<file path="src/design/bitstream_pkg.sv">
// Package: constants shared by the modulator end and the filter end
package bitstream_pkg;
  localparam int          INPUT_W         = 16;
  localparam int          CHOP_DIV        = 32;
  localparam int          MARKER_PERIOD   = 128;
  localparam int          CARRIER_MHZ     = 480;
  localparam int          CORE_CLK_MHZ    = 100;
  localparam int          FIFO_WIDTH      = 16;
  localparam int          FIFO_DEPTH      = 16;
  localparam int          FILTER_OSR      = 256;
  localparam int          ACC_W           = 32;
  localparam logic [15:0] CLIP_POS        = 16'h7FFF;
  localparam logic [15:0] CLIP_NEG        = 16'h8001;
  localparam logic [15:0] MID_CODE        = 16'h8000;
  localparam int          SETTLE_TIME_US  = 250;
  localparam int          SETTLE_CYCLES   = SETTLE_TIME_US * CORE_CLK_MHZ;
  localparam int          FAILSAFE_CYCLES = MARKER_PERIOD + 1;
  localparam logic [6:0]  MARKER_RST      = 7'h00;
  localparam logic [4:0]  CHOP_RST        = 5'h00;
endpackage : bitstream_pkg

</file>
<file path="src/design/bitstream_if.sv">
// Interface: sample clock and one-bit stream between the two ends
`timescale 1ns/100ps
interface bitstream_if;
  logic sample_clock_in;
  logic stream_bit;
  modport modulator (input sample_clock_in, output stream_bit);
  modport filter    (output sample_clock_in, input stream_bit);
endinterface : bitstream_if

</file>
<file path="src/design/sync_fifo.sv">
// Module: synchronous FIFO with valid/ready on both sides
`timescale 1ns/100ps
module sync_fifo #(
  parameter int WIDTH = 16,
  parameter int DEPTH = 16
) (
  input  wire logic             core_clk_i,
  input  wire logic             rst_i,
  input  wire logic             ce_i,
  input  wire logic [WIDTH-1:0] in_data_i,
  input  wire logic             in_valid_i,
  output logic                  in_ready_o,
  output logic [WIDTH-1:0]      out_data_o,
  output logic                  out_valid_o,
  input  wire logic             out_ready_i
);
  localparam int AW = $clog2(DEPTH);
  logic [WIDTH-1:0] mem [DEPTH];
  logic [AW:0]      wr_ptr;
  logic [AW:0]      rd_ptr;
  logic [AW:0]      level;
  wire              do_wr = ce_i & in_valid_i & in_ready_o;
  wire              do_rd = ce_i & out_valid_o & out_ready_i;
  assign level       = wr_ptr - rd_ptr;
  assign in_ready_o  = (level != (AW+1)'(DEPTH));
  assign out_valid_o = (level != '0);
  assign out_data_o  = mem[rd_ptr[AW-1:0]];
  always_ff @(posedge core_clk_i) begin
    if (do_wr) begin
      mem[wr_ptr[AW-1:0]] <= in_data_i;
    end
  end
  always_ff @(posedge core_clk_i) begin
    if (rst_i) begin
      wr_ptr <= '0;
      rd_ptr <= '0;
    end else begin
      wr_ptr <= wr_ptr + (AW+1)'(do_wr);
      rd_ptr <= rd_ptr + (AW+1)'(do_rd);
    end
  end
endmodule : sync_fifo

</file>
<file path="src/design/filter_end.sv">
// Module: sample clock source, stream capture, decimator and supply check
`timescale 1ns/100ps
module filter_end
  import bitstream_pkg::*;
#(
  parameter int SETTLE_CNT = SETTLE_CYCLES,
  parameter int CLK_HALF   = 3
) (
  input  wire logic        core_clk_i,
  input  wire logic        rst_i,
  input  wire logic        ce_i,
  input  wire logic        clk_run_i,
  output logic [15:0]      code_o,
  output logic             code_valid_o,
  input  wire logic        code_ready_i,
  output logic             settled_o,
  output logic             supply_lost_o,
  bitstream_if.filter      link
);
  logic [3:0]       div_cnt;
  logic             sclk;
  logic [15:0]      zero_run;
  logic [31:0]      settle_cnt;
  logic [ACC_W-1:0] ones;
  logic [8:0]       nsamp;
  logic [15:0]      word;
  logic             word_valid;
  logic             lost;
  ////////////////////////////////////////////////////////////////////
  // Clock is 100 MHz / 6, within the 5 to 21 MHz window
  wire half_done  = (div_cnt == 4'(CLK_HALF - 1));
  wire sclk_rise  = clk_run_i & half_done & ~sclk;
  wire settled    = (settle_cnt >= 32'(SETTLE_CNT));
  wire last_samp  = (nsamp == 9'(FILTER_OSR - 1));
  wire fifo_ready;
  // 256 ones would overflow 16 bits, so that one case saturates
  wire [ACC_W-1:0] ones_total    = ones + ACC_W'(link.stream_bit);
  wire [15:0]      full_word     = 16'(ones_total << 8);
  wire [15:0]      scaled        = (ones_total >= ACC_W'(FILTER_OSR)) ? 16'hFFFF : full_word;
  // Saturating, so a long supply loss never wraps the run back to zero
  wire [15:0]      next_zero_run = (zero_run == 16'hFFFF) ? zero_run : zero_run + 16'h1;
  always_ff @(posedge core_clk_i) begin
    if (rst_i) begin
      div_cnt <= '0;
      sclk <= 1'b0;
    end else if (ce_i && clk_run_i) begin
      div_cnt <= half_done ? 4'h0 : div_cnt + 4'h1;
      if (half_done) begin
        sclk <= ~sclk;
      end
    end
  end
  always_ff @(posedge core_clk_i) begin
    if (rst_i) begin
      settle_cnt <= '0;
    end else if (ce_i) begin
      if (!clk_run_i) begin
        settle_cnt <= '0;
      end else if (!settled) begin
        settle_cnt <= settle_cnt + 32'h1;
      end
    end
  end
  // Captured at the edge we raise; stream is stable from the previous one
  always_ff @(posedge core_clk_i) begin
    if (rst_i) begin
      ones <= '0;
      nsamp <= '0;
      word <= MID_CODE;
      word_valid <= 1'b0;
      zero_run <= '0;
      lost <= 1'b0;
    end else if (ce_i) begin
      if (word_valid && fifo_ready) begin
        word_valid <= 1'b0;
      end
      if (sclk_rise) begin
        zero_run <= link.stream_bit ? 16'h0 : next_zero_run;
        lost <= !link.stream_bit && (zero_run >= 16'(FAILSAFE_CYCLES - 1));
        if (last_samp) begin
          // Ones count over 256 samples times 256; held word lost if FIFO full
          word <= scaled;
          word_valid <= settled;
          ones <= '0;
          nsamp <= '0;
        end else begin
          ones <= ones_total;
          nsamp <= nsamp + 9'h1;
        end
      end
    end
  end
  sync_fifo #(.WIDTH(FIFO_WIDTH), .DEPTH(FIFO_DEPTH)) i_sync_fifo (
    .core_clk_i  (core_clk_i),
    .rst_i       (rst_i),
    .ce_i        (ce_i),
    .in_data_i   (word),
    .in_valid_i  (word_valid),
    .in_ready_o  (fifo_ready),
    .out_data_o  (code_o),
    .out_valid_o (code_valid_o),
    .out_ready_i (code_ready_i)
  );
  assign link.sample_clock_in = sclk;
  assign settled_o            = settled;
  assign supply_lost_o        = lost;
endmodule : filter_end

</file>
<file path="src/flat_wrapper.sv">
// flat-port wrapper written by rule: the top's interface ports become plain ports
module filter_end_flat import bitstream_pkg::*;
#(
  parameter int SETTLE_CNT = SETTLE_CYCLES,
  parameter int CLK_HALF   = 3
)
  (core_clk_i, rst_i, ce_i, clk_run_i, code_o, code_valid_o, code_ready_i, settled_o, supply_lost_o, link_sample_clock_in, link_stream_bit);
  bitstream_if link_i ();
  input  wire logic core_clk_i;
  input  wire logic rst_i;
  input  wire logic ce_i;
  input  wire logic clk_run_i;
  output logic [15:0] code_o;
  output logic code_valid_o;
  input  wire logic code_ready_i;
  output logic settled_o;
  output logic supply_lost_o;
  output wire logic [$bits(link_i.sample_clock_in)-1:0] link_sample_clock_in;
  input wire logic [$bits(link_i.stream_bit)-1:0] link_stream_bit;
  assign link_sample_clock_in = link_i.sample_clock_in;
  assign link_i.stream_bit = link_stream_bit;
  filter_end #(.SETTLE_CNT(SETTLE_CNT), .CLK_HALF(CLK_HALF)) u_core (.core_clk_i(core_clk_i), .rst_i(rst_i), .ce_i(ce_i), .clk_run_i(clk_run_i), .code_o(code_o), .code_valid_o(code_valid_o), .code_ready_i(code_ready_i), .settled_o(settled_o), .supply_lost_o(supply_lost_o), .link(link_i));
endmodule
</file>
<file path="config.mk">
export PLATFORM = sky130hd
export DESIGN_NAME = filter_end_flat
export DESIGN_NICKNAME = d
export VERILOG_FILES = /design/src/design/bitstream_pkg.sv /design/src/design/bitstream_if.sv /design/src/design/sync_fifo.sv /design/src/design/filter_end.sv /design/src/flat_wrapper.sv
export SDC_FILE = /design/constraint.sdc
export NUM_CORES = 1
export LEC_CHECK = 0
export BUFFER_PORTS_ARGS = -buffer_cell sky130_fd_sc_hd__buf_2
export CAP_MARGIN = 10
export CORE_MARGIN = 3
export CORE_UTILIZATION = 40
export DETAILED_ROUTE_END_ITERATION = 8
export PLACE_DENSITY = 0.65
export SETUP_SLACK_MARGIN = 0.4
export SLEW_MARGIN = 20
export SYNTH_ARGS = -nofsm -noshare
export SYNTH_HDL_FRONTEND = slang
export SYNTH_HIERARCHICAL = 1
export SYNTH_SLANG_ARGS = --single-unit
</file>
<file path="constraint.sdc">
create_clock -name core_clk_i -period 3.75 [get_ports core_clk_i]
set_input_delay 0.75 -clock core_clk_i [delete_from_list [all_inputs] [get_ports core_clk_i]]
set_output_delay 0.75 -clock core_clk_i [all_outputs]
set_load 0.05 [all_outputs]
</file>
### Word level (Yosys, flattened, before mapping)

Memories as Yosys holds them, arrays and structs flattened. A register that Yosys moved wholly into a read port is not among the register bits.
Index checks and enable logic that the tools add are counted.

| storage, ports and cells | value |
|---|---|
| output and inout port bits | 20 |
| bits in read-only memories | 0 |
| RAM bits | 256 |
| bits in registers | 122 |
| latch bits | 0 |
| memories kept | 1 |

| operators by class | value |
|---|---|
| magnitude comparators | 3 |
| multipliers | 0 |
| shifts and indexed selects | 0 |
| bitwise operators | 7 |
| multiplexer cells | 14 |
| reduce and logical (&&, ||, !) cells | 10 |
| add/subtract/negate cells | 8 |
| equality and inequality tests | 6 |
| divide/modulo/power cells | 0 |

Memories:

| name | words | width | read ports | clocked after Yosys merged registers in | wr ports | RTL line | RTL |
|---|---|---|---|---|---|---|---|
| u_core.i_sync_fifo.mem | 16 | 16 | 1 | 1 | 1 | sync_fifo.sv:18 | `logic [WIDTH-1:0] mem [DEPTH];` |

Operators by type and width:

| operator | count |
|---|---|
| 2-to-1 mux 32 bit | 3 |
| 2-to-1 mux 16 bit | 3 |
| adder 32 x 1 -> 32 bit | 1 |
| adder 32 x 1 -> 32 bit (second input constant) | 1 |
| >= comparator 32 x 15 -> 1 bit (second input constant) | 1 |
| >= comparator 32 x 9 -> 1 bit (second input constant) | 1 |
| adder 16 x 1 -> 16 bit (second input constant) | 1 |
| == test 16 bit (second input constant) | 1 |
| >= comparator 16 x 8 -> 1 bit (second input constant) | 1 |
| adder 5 x 1 -> 5 bit | 2 |
| adder 9 x 1 -> 9 bit (second input constant) | 1 |
| == test 9 x 8 -> 1 bit (second input constant) | 1 |
| 2-to-1 mux 9 bit | 1 |
| 2-to-1 mux 4 bit | 2 |
| bitwise AND 1 bit | 6 |
| AND reduction 2 bit | 3 |
| AND reduction 3 bit | 2 |
| 2-to-1 mux 1 bit | 5 |
| inequality test 5 bit (second input constant) | 1 |
| nonzero test 5 bit | 1 |
| subtractor 5 bit | 1 |
| adder 4 x 1 -> 4 bit (second input constant) | 1 |
| == test 4 x 2 -> 1 bit (second input constant) | 1 |
| inequality test 2 bit (second input constant) | 2 |
| other kinds (3) | 5 |

### Logic depth before layout (Yosys ltp)

| depth | value |
|---|---|
| depth after elaboration | 6 |
| depth in mapped cells | 15 |
| gate-level depth less buffers | 12 |

### By module

The synthesis kept the hierarchy.

Modules (own cells, without submodules):

| module | cells an instance | area each (µm²) | times used |
|---|---|---|---|
| sync_fifo | 460 | 10557.6 | 1 |
| filter_end | 680 | 5584.1 | 1 |

### Least setup slack after synthesis

Ideal clock, no wire load.

| timing | value |
|---|---|
| path kind | reg-to-reg |
| start point | register u_core.i_sync_fifo.rd_ptr[1] |
| end point | memory u_core.i_sync_fifo.mem[8][0] (enable) |
| stages on the path, launching flop included | 11 |
| arrival time | 2.878 ns |
| path slack | 0.463 ns |
| setup time | 0.409 ns |
| clock period less this slack | 3.287 ns |
| cell sequence | dfxtp_1 > buf_6 > buf_6 > inv_1 > ha_1 > nor2b_1 > o22ai_1 > xnor2_1 > nor4b_4 > buf_6 > nor3_1 |

| on the way | value |
|---|---|
| longest elaborated chain between the ends | 5 |

Ends and longest elaborated chain:

| item | RTL line | RTL |
|---|---|---|
| start: declaration | sync_fifo.sv:20 | `logic [AW:0] rd_ptr;` |
| start signal: assignment | sync_fifo.sv:39 | `rd_ptr <= rd_ptr + (AW+1)'(do_rd);` |
| subtractor 5 bit | sync_fifo.sv:24 | `assign level = wr_ptr - rd_ptr;` |
| inequality test 5 bit | sync_fifo.sv:25 | `assign in_ready_o = (level != (AW+1)'(DEPTH));` |
| bitwise AND 1 bit | sync_fifo.sv:22 | `wire do_wr = ce_i & in_valid_i & in_ready_o;` |
| 2-to-1 mux 1 bit | sync_fifo.sv:29 | `if (do_wr) begin` |
| 2-to-1 mux 1 bit (implied by the code) | sync_fifo.sv:30 | `mem[wr_ptr[AW-1:0]] <= in_data_i;` |
| end: declaration | sync_fifo.sv:18 |  |

Every way passes these cells.

==> impl_results.md <==
- Clock-pin slew on the worst setup and hold paths: 50 ps
- Warnings, synthesis: 6
- Critical Path AT: around 2500 ps
- Synth Instances: 1,140
- Die X: slightly above 200 um
- Worst path required time: about 3000 ps
- Final min period: about 3300 ps
- Vias in the first global route: about 9,600
- Final hold vios: 0
- Nets@finish: between 1,000 and 1,500
- Worst slew margin: between 20 and 30%
- Hpwl dp: between 15,000 and 20,000 um
- Hold buffers post-CTS: 0
- Site row count: 72
- Final setup vio count: 0
- Synth Cell Area: 16,100 sq um
- Clk_skew: between 30 and 40 ps
- RSZ-0062 raised after global routing: true
- Congestion Overflow GR: 0
- Peak VDD IR: between 0.3 and 0.4 mV
- Placed inst area: 16,900 sq um
- Design Area, Final: approximately 18,000 sq um
- Seq/Total Area, Yosys: between 60% and 70%
- Core Region: a little under 40,000 sq um
- Fin Setup TNS: 0 ps
- Vias per cell: 5.61
- Hold Crit Depth: 2
- Critical Path Start Type: flop
- Pre-CTS setup slack: 204 ps
- Global-route wire length before repair: about 53,000 um
- Fmax: between 300 and 400 MHz
- # diodes: 0
- Yosys cell types: 80
- Post-synth net total: 1,161
- Largest family of logic cells by synthesized area: simple AND/OR/NAND/NOR gates
- Synth Area in Simple Gates: a little over an eighth
- Avg Inst Size Synth: about 14 sq um
- Maxcap violations: 0
- Cell Pwr Density: about 460 nW/um^2
- Initial antenna violation count: 0
- Fin crit share: between 80% and 90%
- Hold Path Class: flop to flop
- Setup CP Type: flop to output port
- Final wirelength: 33,600 um
- TritonCTS Buffers: 39
- H-tree depth: 2
- Critical Path Fanout Max: 9
- Detailed Routing Iterations Pass 1: 5
- Die Area: 42,800 sq um
- Clk_lat worst skew: roughly 540 ps
- CTS Buffer Depth: 3
- Slew Viols, Final: 0
- Post-synthesis xor/xnor area fraction: around 2.9%
- Yosys reg bits: around 370
- Port bufs: 25
- Synthesis-to-layout area growth: 13.6%
- Worst Hold Margin: approximately 460 ps
- First DRT Iteration DRCs: 709
- DRT antenna net count: 0
- Cells on worst reg2reg path: 7
- CTS tree: built
- FFs w/ async S/R, synth: 0%
- Gr usage total: ~16%
- Worst-margin pin slew: 1060 ps
- Post-synth top flop: edfxtp_1
- I/O Pins: 26
- WL/cell: 19.5 um
- Setup slack after layout: approximately 470 ps
- Mux share of post-synthesis cell area: 12.0%
- Clk sinks: 371
- Clock Tree Root: clkbuf_16
- Die height: a little over 200 um
- Placer Congestion: between 0.8 and 0.9
- CP endpoint kind: output port
- Starting density of the core: between 40% and 50%
- Number of synthesized flops with an enable pin: about 260
- Via Count: 9,683
- Compound-cell area share of the yosys netlist: 5.96%
- Remaining DRCs: 0
- Static Leak: approximately 0.0066 uW
- Status: finished, final reports clean
- Largest net degree at the start of global routing: 130
- Post-synthesis adder-cell area fraction: 1.16%
- Layout cells sized above 1: between 10% and 20%
cell usage after synthesis, types with 24 or more instances:
| master | n | area (sq um) |
|---|---|---|
| mux4_2 | 50 | 1130 |
| xor2_1 | 29 | 254 |
| xnor2_1 | 24 | 210 |
| o21ai_0 | 36 | 180 |
| clkbuf_1 | 36 | 135 |
| dfxtp_1 | 115 | 2300 |
| nand3_1 | 39 | 195 |
| nand2_1 | 56 | 210 |
| nor2_1 | 87 | 327 |
| mux4_1 | 30 | 788 |
| nand4_1 | 27 | 169 |
| nor3_1 | 38 | 190 |
| edfxtp_1 | 256 | 7690 |
| a21oi_1 | 54 | 270 |
state kept, by name, summed over array words and instances, names as in the netlist:
| register | cells |
|---|---|
| u_core/div_cnt | 4 |
| u_core/i_sync_fifo/mem | 256 |
| u_core/i_sync_fifo/rd_ptr | 5 |
| u_core/i_sync_fifo/wr_ptr | 5 |
| u_core/link.sample_clock_in | 1 |
| u_core/nsamp | 9 |
| u_core/ones | 32 |
| u_core/settle_cnt | 32 |
| u_core/supply_lost_o | 1 |
| u_core/word | 9 |
| u_core/word_valid | 1 |
| u_core/zero_run | 16 |
placed cells by master (no fill, tap or decap), types with 10 or more instances in the layout:
cell type	netlist	routed
mux4_1	30	27
xnor2_1	24	23
buf_4	4	43
clkbuf_16	0	40
nor3_1	38	22
edfxtp_1	256	256
nor4_1	17	17
xor2_1	29	29
and4_1	13	13
nand2_1	56	56
mux4_2	50	53
nor2_1	87	87
and3_1	12	12
a31oi_1	15	15
a21oi_1	54	54
nor2b_1	12	12
clkinv_1	0	10
nand4_1	27	27
and2_1	21	21
ha_1	15	15
o21ai_0	36	36
nand3_1	39	39
inv_1	19	19
buf_2	15	15
dfxtp_1	115	112
or3_1	18	18
nor3_2	1	17
critical path, stage by stage, from the launching register on:
cell and delay, ps:
dfxtp_4 400, buf_4 190, buf_16 150, mux4_1 590, mux4_2 480, buf_4 200
logic make-up (layout without fill, tap and decap cells):
| family | Yosys count | in the layout |
|---|---|---|
| and+or+nand+nor | 380 | 380 |
| DFF | 371 | 371 |
| AOI/OAI and AO/OA | 149 | 149 |
| buffers and inverters | 89 | 158 |
| muxes | 83 | 83 |
| xor gates and xnor gates | 53 | 53 |
| adders and majority gates | 15 | 15 |
area by class of cell:
cell class                 count  area, sq um
timing repair buffer          68          592
inverter                      20         75.1
fill                        3431        20900
clock inverter                23          233
clock buffer                  47         1020
tap                          518          648
sequential                   371        10000
multi-input combinational    680         5770
where the power goes:
group	total, uW	internal (uW)	switching, uW
logic	373	164	209
clock network	3750	2210	1540
registers	4330	4330	8.34
total	8450	6700	1750
path summary, 6_finish.rpt:
kind                                              startpoint               endpoint  slack (ps)
worst min-delay path                   u_core/settle_cnt[23]  u_core/settle_cnt[23]         460
worst max register to register               u_core/ones[16]        u_core/word[12]         720
worst min register to register         u_core/settle_cnt[23]  u_core/settle_cnt[23]         460
worst max-delay path            u_core/i_sync_fifo/rd_ptr[0]              code_o[0]         470
repair_timing:
action	4_1_cts	5_1_grt
setup buffers	5	1
setup endpoints to repair	15	16
gates cloned	1	1
resized for setup	4	20
per-layer routing:
layer	vias up	part of all wire (%)	global-route usage (%)
li1	4527	-	-
met1	4843	44	21.6
met2	258	48	26.5
met3	55	6.0	2.68
met4	0	2.0	3.61
met5	-	0	0
per-stage QoR:
stage	util (%)	std cells	power (uW)
floorplan	-	1140	4670
global placement	43.0	1648	4720
detailed placement	43.0	1648	4730
CTS	46.5	1724	8550
global route	46.7	1727	8750
finish	46.7	1727	8450
Power figures use the tool's default switching activity.
